**config.mk**
```make
export PLATFORM = sky130hd
export DESIGN_NAME = gyro_filter_sync_config
export DESIGN_NICKNAME = d
export VERILOG_FILES = /design/src/hw/frame_sync_latch.v /design/src/hw/gyro_filter_sync_config.v
export VERILOG_INCLUDE_DIRS = /design/src /design/src/hw
export SDC_FILE = /design/constraint.sdc
export NUM_CORES = 1
export LEC_CHECK = 0
export BUFFER_PORTS_ARGS = -buffer_cell sky130_fd_sc_hd__buf_2
export CAP_MARGIN = 40
export CORE_UTILIZATION = 34
export CTS_BUF_LIST = sky130_fd_sc_hd__clkbuf_8 sky130_fd_sc_hd__clkbuf_16
export DETAILED_ROUTE_END_ITERATION = 8
export GPL_TIMING_DRIVEN = 0
export RECOVER_POWER = 100
export SKIP_CTS_REPAIR_TIMING = 1
export SYNTH_ARGS = -nofsm -noshare
export SYNTH_HDL_FRONTEND = slang
export SYNTH_HIERARCHICAL = 1
export SYNTH_SLANG_ARGS = --single-unit
```
**constraint.sdc**
```tcl
create_clock -name clock_i -period 2.49 [get_ports clock_i]
set_input_delay 0.249 -clock clock_i [delete_from_list [all_inputs] [get_ports clock_i]]
set_output_delay 0.249 -clock clock_i [all_outputs]
set_load 0.1 [all_outputs]
```
**src/hw/gyro_cfg_map.vh**
```
// register map, field layout and timing constants of the gyro config block
// assumes a 20 MHz core clock and a 32-bit AXI4-Lite register port
//
// Summary of operation
// - both config registers reset to zero, host reads and writes them
// - sync placement 0 disables; 1..7 tag temp, gyro x/y/z, accel x/y/z bit 0
// - sync pin latched; toggles once then holds until sample strobe captures
// - lowpass selector used only when both bypass bits are zero
// - filter choice is the bitwise inverse of the bypass bits
// - bypass bit0 or bypass 10 gives 32 kHz; sel 0/7 8 kHz; 1..6 1 kHz
// - bypass bits are gyro config bits 1:0; bit 2 is reserved
// - range field bits 4:3: 250, 500, 1000, 2000 degrees per second
// - output rate is 1 kHz over one plus divider, only on filtered 1 kHz
`ifndef GYRO_CFG_MAP_VH
`define GYRO_CFG_MAP_VH

// register indices and byte addresses (byte address is four times index)
`define GENERAL_CONFIG_IDX 8'h1a
`define GYRO_CONFIG_IDX 8'h1b
`define RATE_DIVIDER_IDX 8'h19
`define STATUS_IDX 8'h20
`define ADDR_W 8
`define GENERAL_CONFIG_ADDR 8'h68
`define GYRO_CONFIG_ADDR 8'h6c
`define RATE_DIVIDER_ADDR 8'h64
`define STATUS_ADDR 8'h80

// reset values and writable-bit masks
`define CFG_RESET 8'h00
`define GENERAL_CONFIG_MASK 8'h7f
`define GYRO_CONFIG_MASK 8'hfb

// general config fields
`define OVERFLOW_POLICY_BIT 6
`define SYNC_SEL_HI 5
`define SYNC_SEL_LO 3
`define LOWPASS_SEL_HI 2
`define LOWPASS_SEL_LO 0

// gyro config fields
`define SELFTEST_HI 7
`define SELFTEST_LO 5
`define RANGE_SEL_HI 4
`define RANGE_SEL_LO 3
`define BYPASS_HI 1
`define BYPASS_LO 0

// lowpass selector values that run the 8 kHz path, then the sync-off code and the filter-on choice
`define LOWPASS_SEL_WIDE 3'h0
`define LOWPASS_SEL_WIDE2 3'h7
`define SYNC_SEL_OFF 3'h0
`define FILTER_CHOICE_ON 2'h3

// path rate codes
`define PATH_1K 2'h0
`define PATH_8K 2'h1
`define PATH_32K 2'h2

// timing: rates in Hz, periods in core cycles derived from them
`define CLK_HZ 20000000
`define RATE_32K_HZ 32000
`define RATE_8K_HZ 8000
`define RATE_1K_HZ 1000
`define CYC_32K (`CLK_HZ / `RATE_32K_HZ)
`define CYC_8K (`CLK_HZ / `RATE_8K_HZ)
`define CNT_W 15

// bus response codes
`define RESP_OKAY 2'h0
`define RESP_SLVERR 2'h2

`endif

```
**src/hw/frame_sync_latch.v**
```verilog
// frame-sync pin latch: holds a toggle until the sample strobe takes it
// assumes the pin is already synchronous to clock_i

module frame_sync_latch (
    input wire clock_i,
    input wire rst_n_i,
    input wire frame_sync_pin_i,
    input wire sample_strobe_i,
    output reg latched_o,
    output reg captured_o
);

reg hold;

// latch and hold
// a toggle seen in the strobe cycle still lands: capture takes the old
// value and the new toggle re-arms the hold, so that toggle is not lost
always @(posedge clock_i or negedge rst_n_i) begin
    if (!rst_n_i) begin
        latched_o <= 1'b0;
        hold <= 1'b0;
        captured_o <= 1'b0;
    end else begin
        if (sample_strobe_i) begin
            captured_o <= latched_o;
        end
        if (frame_sync_pin_i != latched_o && (!hold || sample_strobe_i)) begin
            latched_o <= frame_sync_pin_i;
            hold <= 1'b1;
        end else if (sample_strobe_i) begin
            hold <= 1'b0;
        end
    end
end

endmodule

```
**src/hw/gyro_filter_sync_config.v**
```verilog
// gyro filter, range and frame-sync configuration with AXI4-Lite registers
// assumes a single 20 MHz clock; the sample queue and sensor path are
// outside and take the policy, range and tag outputs from here
//
// The AXI4-Lite slave port was left to the implementer.
`include "gyro_cfg_map.vh"

module gyro_filter_sync_config #(
    parameter INT_1K_CYCLES = `CLK_HZ / `RATE_1K_HZ
) (
    input wire clock_i,
    input wire rst_n_i,
    input wire [7:0] s_axi_awaddr,
    input wire s_axi_awvalid,
    output wire s_axi_awready,
    input wire [31:0] s_axi_wdata,
    input wire [3:0] s_axi_wstrb,
    input wire s_axi_wvalid,
    output wire s_axi_wready,
    output reg [1:0] s_axi_bresp,
    output reg s_axi_bvalid,
    input wire s_axi_bready,
    input wire [7:0] s_axi_araddr,
    input wire s_axi_arvalid,
    output wire s_axi_arready,
    output reg [31:0] s_axi_rdata,
    output reg [1:0] s_axi_rresp,
    output reg s_axi_rvalid,
    input wire s_axi_rready,
    input wire frame_sync_pin_i,
    output wire queue_discard_on_full_o,
    output wire [1:0] rate_range_sel_o,
    output wire [2:0] rate_selftest_o,
    output wire [1:0] path_rate_o,
    output wire lowpass_active_o,
    output wire [2:0] lowpass_selector_o,
    output reg sample_strobe_o,
    output reg [6:0] sync_dest_o,
    output reg sync_bit_o
);

////////////////////////////////////////////////////////////////////////////
// helpers

// path rate from bypass bits and lowpass selector
function [1:0] path_of;
    input [1:0] bypass;
    input [2:0] sel;
    reg [1:0] choice;
    begin
        choice = ~bypass;
        if (choice != `FILTER_CHOICE_ON) begin
            path_of = `PATH_32K;
        end else if (sel == `LOWPASS_SEL_WIDE || sel == `LOWPASS_SEL_WIDE2) begin
            path_of = `PATH_8K;
        end else begin
            path_of = `PATH_1K;
        end
    end
endfunction

// merge one written byte lane into a register under its writable mask
function [7:0] merge_byte;
    input [7:0] old;
    input [7:0] data;
    input [7:0] mask;
    input en;
    begin
        if (en) begin
            merge_byte = data & mask;
        end else begin
            merge_byte = old;
        end
    end
endfunction

////////////////////////////////////////////////////////////////////////////
// registers

reg [7:0] general_config;
reg [7:0] gyro_config;
reg [7:0] rate_divider;

reg [7:0] aw_addr;
reg aw_held;
reg [31:0] w_data;
reg [3:0] w_strb;
reg w_held;

wire [1:0] path_rate;
wire sync_latched;
wire sync_captured;
wire [2:0] sync_sel;

assign sync_sel = general_config[`SYNC_SEL_HI:`SYNC_SEL_LO];
assign path_rate = path_of(gyro_config[`BYPASS_HI:`BYPASS_LO],
    general_config[`LOWPASS_SEL_HI:`LOWPASS_SEL_LO]);

////////////////////////////////////////////////////////////////////////////
// AXI4-Lite write channel

// each address and data beat is parked until its partner arrives
assign s_axi_awready = !aw_held && !s_axi_bvalid;
assign s_axi_wready = !w_held && !s_axi_bvalid;

wire aw_fire = s_axi_awvalid && s_axi_awready;
wire w_fire = s_axi_wvalid && s_axi_wready;
wire have_aw = aw_held || aw_fire;
wire have_w = w_held || w_fire;
wire do_write = have_aw && have_w;
wire [7:0] wr_addr = aw_held ? aw_addr : s_axi_awaddr;
wire [31:0] wr_data = w_held ? w_data : s_axi_wdata;
wire [3:0] wr_strb = w_held ? w_strb : s_axi_wstrb;

// write address/data staging and response
always @(posedge clock_i or negedge rst_n_i) begin
    if (!rst_n_i) begin
        aw_addr <= 8'h00;
        aw_held <= 1'b0;
        w_data <= 32'h0000_0000;
        w_strb <= 4'h0;
        w_held <= 1'b0;
        s_axi_bvalid <= 1'b0;
        s_axi_bresp <= `RESP_OKAY;
    end else begin
        if (do_write) begin
            aw_held <= 1'b0;
            w_held <= 1'b0;
            s_axi_bvalid <= 1'b1;
            case (wr_addr)
            `GENERAL_CONFIG_ADDR, `GYRO_CONFIG_ADDR, `RATE_DIVIDER_ADDR,
            `STATUS_ADDR: begin
                s_axi_bresp <= `RESP_OKAY;
            end
            default: begin
                s_axi_bresp <= `RESP_SLVERR;
            end
            endcase
        end else begin
            if (aw_fire) begin
                aw_addr <= s_axi_awaddr;
                aw_held <= 1'b1;
            end
            if (w_fire) begin
                w_data <= s_axi_wdata;
                w_strb <= s_axi_wstrb;
                w_held <= 1'b1;
            end
            if (s_axi_bvalid && s_axi_bready) begin
                s_axi_bvalid <= 1'b0;
            end
        end
    end
end

// config storage
// reserved bits are masked off so they always read back as zero
always @(posedge clock_i or negedge rst_n_i) begin
    if (!rst_n_i) begin
        general_config <= `CFG_RESET;
        gyro_config <= `CFG_RESET;
        rate_divider <= `CFG_RESET;
    end else if (do_write) begin
        if (wr_addr == `GENERAL_CONFIG_ADDR) begin
            general_config <= merge_byte(general_config, wr_data[7:0],
                `GENERAL_CONFIG_MASK, wr_strb[0]);
        end
        if (wr_addr == `GYRO_CONFIG_ADDR) begin
            gyro_config <= merge_byte(gyro_config, wr_data[7:0],
                `GYRO_CONFIG_MASK, wr_strb[0]);
        end
        if (wr_addr == `RATE_DIVIDER_ADDR) begin
            rate_divider <= merge_byte(rate_divider, wr_data[7:0],
                8'hff, wr_strb[0]);
        end
    end
end

////////////////////////////////////////////////////////////////////////////
// AXI4-Lite read channel

assign s_axi_arready = !s_axi_rvalid;

// read data is registered one cycle after the address is taken
always @(posedge clock_i or negedge rst_n_i) begin
    if (!rst_n_i) begin
        s_axi_rvalid <= 1'b0;
        s_axi_rdata <= 32'h0000_0000;
        s_axi_rresp <= `RESP_OKAY;
    end else if (s_axi_arvalid && s_axi_arready) begin
        s_axi_rvalid <= 1'b1;
        s_axi_rresp <= `RESP_OKAY;
        case (s_axi_araddr)
        `GENERAL_CONFIG_ADDR: begin
            s_axi_rdata <= {24'h000000, general_config};
        end
        `GYRO_CONFIG_ADDR: begin
            s_axi_rdata <= {24'h000000, gyro_config};
        end
        `RATE_DIVIDER_ADDR: begin
            s_axi_rdata <= {24'h000000, rate_divider};
        end
        `STATUS_ADDR: begin
            s_axi_rdata <= {24'h000000, 2'h0, sync_captured, sync_latched,
                lowpass_active_o, 1'b0, path_rate};
        end
        default: begin
            s_axi_rdata <= 32'h0000_0000;
            s_axi_rresp <= `RESP_SLVERR;
        end
        endcase
    end else if (s_axi_rvalid && s_axi_rready) begin
        s_axi_rvalid <= 1'b0;
    end
end

////////////////////////////////////////////////////////////////////////////
// configuration outputs

assign queue_discard_on_full_o = general_config[`OVERFLOW_POLICY_BIT];
assign rate_range_sel_o = gyro_config[`RANGE_SEL_HI:`RANGE_SEL_LO];
assign rate_selftest_o = gyro_config[`SELFTEST_HI:`SELFTEST_LO];
assign path_rate_o = path_rate;
assign lowpass_active_o = (~gyro_config[`BYPASS_HI:`BYPASS_LO])
    == `FILTER_CHOICE_ON;
assign lowpass_selector_o = lowpass_active_o ?
    general_config[`LOWPASS_SEL_HI:`LOWPASS_SEL_LO] : `LOWPASS_SEL_WIDE;

////////////////////////////////////////////////////////////////////////////
// internal rate and output sample strobe

// periods kept as integers, cut to the counter width where they are used
localparam integer PERIOD_32K = `CYC_32K;
localparam integer PERIOD_8K = `CYC_8K;

reg [`CNT_W-1:0] rate_cnt;
reg [7:0] div_cnt;
reg [`CNT_W-1:0] period;
wire internal_tick = (rate_cnt >= period - 1'b1);

// period in core cycles for the selected path
always @* begin
    case (path_rate)
    `PATH_32K: begin
        period = PERIOD_32K[`CNT_W-1:0];
    end
    `PATH_8K: begin
        period = PERIOD_8K[`CNT_W-1:0];
    end
    default: begin
        period = INT_1K_CYCLES[`CNT_W-1:0];
    end
    endcase
end

// a path change mid-period just finishes against the new length;
// the first period after a change may be short, never long
always @(posedge clock_i or negedge rst_n_i) begin
    if (!rst_n_i) begin
        rate_cnt <= {`CNT_W{1'b0}};
    end else if (internal_tick) begin
        rate_cnt <= {`CNT_W{1'b0}};
    end else begin
        rate_cnt <= rate_cnt + 1'b1;
    end
end

// output divider
// the divider only acts on the filtered 1 kHz path
always @(posedge clock_i or negedge rst_n_i) begin
    if (!rst_n_i) begin
        div_cnt <= 8'h00;
        sample_strobe_o <= 1'b0;
    end else if (path_rate != `PATH_1K) begin
        div_cnt <= 8'h00;
        sample_strobe_o <= internal_tick;
    end else if (internal_tick) begin
        if (div_cnt >= rate_divider) begin
            div_cnt <= 8'h00;
            sample_strobe_o <= 1'b1;
        end else begin
            div_cnt <= div_cnt + 1'b1;
            sample_strobe_o <= 1'b0;
        end
    end else begin
        sample_strobe_o <= 1'b0;
    end
end

////////////////////////////////////////////////////////////////////////////
// frame-sync capture and tagging

frame_sync_latch u_sync (
    .clock_i(clock_i),
    .rst_n_i(rst_n_i),
    .frame_sync_pin_i(frame_sync_pin_i),
    .sample_strobe_i(sample_strobe_o),
    .latched_o(sync_latched),
    .captured_o(sync_captured)
);

// tag placement
// one-hot order: temp, gyro x, y, z, accel x, y, z; none when disabled
always @(posedge clock_i or negedge rst_n_i) begin
    if (!rst_n_i) begin
        sync_dest_o <= 7'h00;
        sync_bit_o <= 1'b0;
    end else begin
        if (sync_sel == `SYNC_SEL_OFF) begin
            sync_dest_o <= 7'h00;
            sync_bit_o <= 1'b0;
        end else begin
            sync_dest_o <= 7'h01 << (sync_sel - 3'h1);
            sync_bit_o <= sync_captured;
        end
    end
end

endmodule

```
-- Word-level counts from Yosys, hierarchy flattened
Cells that the tools add are included.
Widths: inputs -> output; s select.
- reduce and logical (&&, ||, !) cells: 34
- add/subtract/negate cells: 4
- shift operators: 1
- order comparisons: 2
- $mul: 0
- equality and inequality tests: 14
- bitwise operators: 2
- div/mod/pow operators: 0
- muxes and demuxes: 29
- operators with widths (cell ; count):
    $eq 8x7->1 const B ; 6
    $mux 8 ; 5
    $pmux 8 s4 ; 1
    $pmux 15 s2 ; 1
    $eq 8x8->1 const B ; 2
    $mux 1 ; 16
    $add 15x1->15 const B ; 1
    $ge 15x15->1 ; 1
    $mux 15 ; 1
    $sub 15x1->15 const B ; 1
    $reduce_bool 2->1 ; 7
    $logic_and 1x1->1 ; 9
    $reduce_and 3->1 ; 3
    $add 8x1->8 const B ; 1
    $ge 8x8->1 ; 1
    $reduce_or 4->1 ; 2
    $mux 7 ; 1
    $shl 1x3->7 const A ; 1
    $logic_not 3->1 ; 2
    $mux 2 ; 3
    $logic_not 1->1 ; 5
    $eq 2x2->1 const B ; 2
    $logic_or 1x1->1 ; 4
    $reduce_and 2->1 ; 2
    8 further kinds ; 8
- memories kept: 0
- register bits after elaboration: 114
- RAM bits: 0
- bits in latches: 0
- memory bits (read-only): 0

-- Longest topological paths before layout
- depth after elaboration: 10
- mapped depth: 12

-- Modules after synthesis
Netlist, hierarchy kept.
- by module, submodules not included (module ; cells an instance ; times used ; area each (um^2) ; seq. area each (um^2)):
    gyro_filter_sync_config ; 452 ; 1 ; 4775.8 ; 2127.0
    frame_sync_latch ; 8 ; 1 ; 127.6 ; 75.1

-- Worst setup path after synthesis
OpenSTA, ideal clock, no wires.
- path kind: register to register
- start point: register gyro_config[0]
- end point: register div_cnt[1]
- slack: -1632 ps
- required time: 2407 ps
- buffers on the path: 2
- clock period less this slack: 4122 ps
- setup time: 83 ps
- stages on the path, launching flop included: 13
- data arrival time: 4040 ps
- cell sequence: dfrtp_1 nor2_1 clkbuf_1 o21ai_0 inv_1 ha_1 a21oi_1 o21ai_0 o21ai_0 nand4_1 or2_2 clkbuf_1 o21ai_0
- cells in the longest elaborated chain, start to end: 8
- ends and longest elaborated chain (what ; line ; RTL):
    start, declared ; gyro_filter_sync_config.v:81 ; reg [7:0] gyro_config;
    start signal, assigned ; gyro_filter_sync_config.v:161 ; gyro_config <= `CFG_RESET;
    start signal, assigned ; gyro_filter_sync_config.v:169 ; gyro_config <= merge_byte(gyro_config, wr_data[7:0],
    $not 2->2 * ; gyro_filter_sync_config.v:51 ; choice = ~bypass;
    $ne 2x2->1 (no line) * ; -- ;
    $mux 2 * ; gyro_filter_sync_config.v:52 ; if (choice != `FILTER_CHOICE_ON) begin
    via path_rate_o[0] ; gyro_filter_sync_config.v:34 ; output wire [1:0] path_rate_o,
    $eq 2x1->1 or $eq 2x2->1 (tied branches) ; gyro_filter_sync_config.v:243 ; case (path_rate)
    $pmux 15 s2 ; gyro_filter_sync_config.v:243 ;
    $sub 15x1->15 ; gyro_filter_sync_config.v:239 ; wire internal_tick = (rate_cnt >= period - 1'b1);
    $ge 15x15->1 ; gyro_filter_sync_config.v:239 ;
    $reduce_bool 2->1 (no line) ; -- ;
    end signal, assigned ; gyro_filter_sync_config.v:282 ; div_cnt <= div_cnt + 1'b1;
    end, declared ; gyro_filter_sync_config.v:237 ; reg [7:0] div_cnt;
Mark *: on every way through the listed nets, which the timed path passes. The rest lies on a longest branch.
A chain may end at the register's enable or synchronous reset.

-- Worst setup path in the final report
- start point: register general_config[2]
- end point: register div_cnt[0]
- cells in the longest elaborated chain, start to end: 9
- ends and longest elaborated chain (what ; line ; RTL):
    start, declared ; gyro_filter_sync_config.v:80 ; reg [7:0] general_config;
    start signal, assigned ; gyro_filter_sync_config.v:160 ; general_config <= `CFG_RESET;
    start signal, assigned ; gyro_filter_sync_config.v:165 ; general_config <= merge_byte(general_config, wr_data[7:0],
    $eq 3x3->1 (no line) or $logic_not 3->1 (tied branches) ; -- ;
    $logic_or 1x1->1 (no line) * ; -- ;
    $mux 1 * ; gyro_filter_sync_config.v:54 ; end else if (sel == `LOWPASS_SEL_WIDE || sel == `LOWPASS_SEL_WIDE2) begin
    $mux 2 * ; gyro_filter_sync_config.v:52 ;
    $eq 2x1->1 or $eq 2x2->1 (tied branches) ; gyro_filter_sync_config.v:243 ;
    $pmux 15 s2 ; gyro_filter_sync_config.v:243 ;
    $sub 15x1->15 ; gyro_filter_sync_config.v:239 ;
    $ge 15x15->1 ; gyro_filter_sync_config.v:239 ;
    $reduce_bool 2->1 (no line) ; -- ;
Every way passes the cells marked *; elsewhere a longest branch is shown, timed or not.

==> results.yml <==
placed_design:
  place_congestion: 0.822
  portBuffers: 68
  dp_hpwl_um: 8000
  place_ws_ns: -0.525
detailed_routing:
  wl_um: 10800
  drcViolationCount: 0
  viasPerCell: 4.86
  dr.pass1.iters: 4
  vias: 3672
  wl_per_cell_um: 14.3
  antenna_left: 0
  drtIter0Drc: 246
sta:
  setup_ws_ns: 0.0907
  finalSetupViolCount: 0
  period_needed_ns: 2.40
  hold_violations: 0
  timing.fmax_mhz: 417
  slew_headroom_pct: 0.0732
  tightestPinTransition_ns: 1.50
  slew_viol_final: 0
  finClkSkew_ns: 0.00653
  timing.final.crit_share_pct: 96.4
  rsz0062_at_grt: "yes"
yosys:
  yosysUniqueCellTypes: 53
  ys_seq_area_share_pct: 44.9
  synthCells: 460
  synth.ff_latch_count: 88
  ys.flop_type: "dfrtp_1"
  syn_area_per_cell_sq_um: 10.7
  synth_top_area_share_pct: 44.9
  syn_area_sq_um: 4900
  synth_edf_count: 0
  async_reset_ff_share_pct: 100
  yosys-top-cells-area: "dfrtp_1, mux2_2, ha_1"
  ys_warn_count: 6
  synth_top_cell_by_area: "dfrtp_1"
cts:
  cts_buffers: 9
  clockBufferDepth: 2
  htree_levels: 3
  cts-root-buf: "clkbuf_16"
  cts.clk_slew.worst_paths_ns: 0.06
  cts_sinks: 88
  clock_latency_ns: 0.34
  cts_tree: "yes"
setup_path:
  critPathRequiredTime_ns: 2.76
  arrival_ns: 2.67
  critPathBufInv: 1
  endpoint_kind: "flip-flop"
  crit_slowest_cell: "dfrtp_2"
  critPathLaunchType: "flip-flop"
  crit_path_cell_trace: "and3_4 -> o21ai_4 -> clkinvlp_4 -> ha_4 -> a21oi_2 -> o21ai_1 -> o21ai_1 -> nand4_1 -> or2_4 -> o21ai_2"
  slowest_delay_ns: 0.45
  crit_path_frequent_cell: "o21ai_1"
  critPathMaxFanout: 8
  worst-setup-path-type: "flip-flop to flip-flop"
  crit_family: "simple AND/OR/NAND/NOR gates"
cells_and_area:
  drive_above_1_share_pct: 30.6
  seq_area_sq_um: 2210
  nNetsFinal: 657
  areaGrowthSynthToFinish_pct: 23.8
  layout_commonest_cell: "dfrtp_1"
  n_fill_cell: 1355
  multiInputGateArea_sq_um: 2510
  layout_common_cells: "dfrtp_1, mux2_2, buf_4"
  antenna_cells: 0
  finish.utilization_pct: 43.4
hold_path:
  hp-class: "primary input to flip-flop"
global_routing:
  grt_pass1_wl_um: 17300
  overflow: 0
  track_usage_pct: 15.1
  grt_max_degree: 63
  grt_antenna_before_repair: 0
  grt_pass1_vias: 3590
status:
  violations: "capacitance limit"
  status: "complete, but fails checks"
die:
  core_sq_um: 14000
  die_area_sq_um: 14900
  io_pins: 122
  initial_core_util_pct: 35.1
  rows: 43
  die_w_um: 122
  die_h_um: 122
power:
  cellPowerDensity_nw_per_um2: 840
  power_leakage_nw: 2.87
  p_total_mw: 5.10
  ir_drop_mv: 0.508
job:
  drv_cap: 1
cells in the mapped netlist (9+ instances only):
| cell type | number |
|---|---|
| inv_1 | 25 |
| nand3_1 | 14 |
| mux2_2 | 50 |
| nand2_1 | 29 |
| ha_1 | 26 |
| buf_4 | 32 |
| a21oi_1 | 13 |
| o21ai_0 | 20 |
| dfrtp_1 | 88 |
| nor2_1 | 37 |
| and3_1 | 9 |
cells by family after synthesis:
logic type / synth area share, %
AND/OR/NAND/NOR: 16.6
flip-flops: 44.9
adder cells (fa/ha/maj): 6.63
multiplexers: 12.7
buffers and inverters: 7.96
other: 0.153
AO/OA/AOI/OAI: 8.55
XOR/XNOR: 2.50
routing by layer:
layer	up-vias	global-route usage [%]	routed length, um
met5	-	0	0
met2	80	25.5	5290
met3	15	2.15	439
met4	0	8.46	235
met1	1801	18.5	4840
li1	1776	-	-
sequential cells by signal (all words and copies together) (netlist names):
signal	cells
s_axi_rdata	8
sample_strobe_o	1
gyro_config	7
rate_cnt	15
w_held	1
rate_divider	8
sync_dest_o	7
w_strb	1
u_sync/latched_o	1
s_axi_bvalid	1
s_axi_rresp	1
general_config	7
w_data	8
aw_held	1
u_sync/captured_o	1
sync_bit_o	1
u_sync/hold	1
s_axi_rvalid	1
aw_addr	8
s_axi_bresp	1
div_cnt	8
final timing paths:
| check | start | to | slack, ns | depth (start not counted) |
|---|---|---|---|---|
| min in group asynchronous | rst_n_i | aw_addr[1]$_DFFE_PN0P_ | 0.81 | 2 |
| max reg2reg | general_config[2]$_DFFE_PN0P_ | div_cnt[0]$_DFFE_PN0P_ | 0.09 | 10 |
| max | general_config[2]$_DFFE_PN0P_ | div_cnt[0]$_DFFE_PN0P_ | 0.09 | 10 |
| max in group asynchronous | rst_n_i | general_config[2]$_DFFE_PN0P_ | 0.41 | 3 |
| min | s_axi_bready | s_axi_bvalid$_DFFE_PN0P_ | 0.11 | 2 |
| min reg2reg | s_axi_bresp[1]$_DFFE_PN0P_ | s_axi_bresp[1]$_DFFE_PN0P_ | 0.50 | 2 |
layout make-up:
type | count | share of cell area (%)
multi-input cells | 330 | 41.3
flip-flops and latches | 88 | 36.3
repair buffers | 76 | 6.14
plain buffers | 41 | 4.99
clock buffers | 9 | 3.71
well taps | 180 | 3.71
clock inverters | 7 | 2.25
inverters | 25 | 1.61
through the flow:
step                      area, sq um  cells  TNS [ns]  hold WS, ns
after floorplan                  5090    486     -2.83      -0.0466
after global placement           5660    734     -7.21        0.429
after detailed placement         5690    735     -8.96        0.198
after CTS                        6050    751     -9.47       -0.173
after global routing             6070    756    -0.160        0.127
final                            6070    756         0        0.108
worst reg2reg max path, stage by stage, from the launching register on:
cell and delay (ns):
dfrtp_2 0.45, and3_4 0.23, o21ai_4 0.18, clkinvlp_4 0.19
ha_4 0.25, a21oi_2 0.11, o21ai_1 0.07, o21ai_1 0.14
nand4_1 0.22, or2_4 0.36, o21ai_2 0.15
power by group:
part / internal (mW) / leakage [nW] / switching (mW)
registers: 1.64 / 1.15 / 0.155
logic: 0.534 / 1.53 / 1.15
clock network: 1.08 / 0.182 / 0.545
total: 3.25 / 2.87 / 1.85
Power figures use the tool's default switching activity.
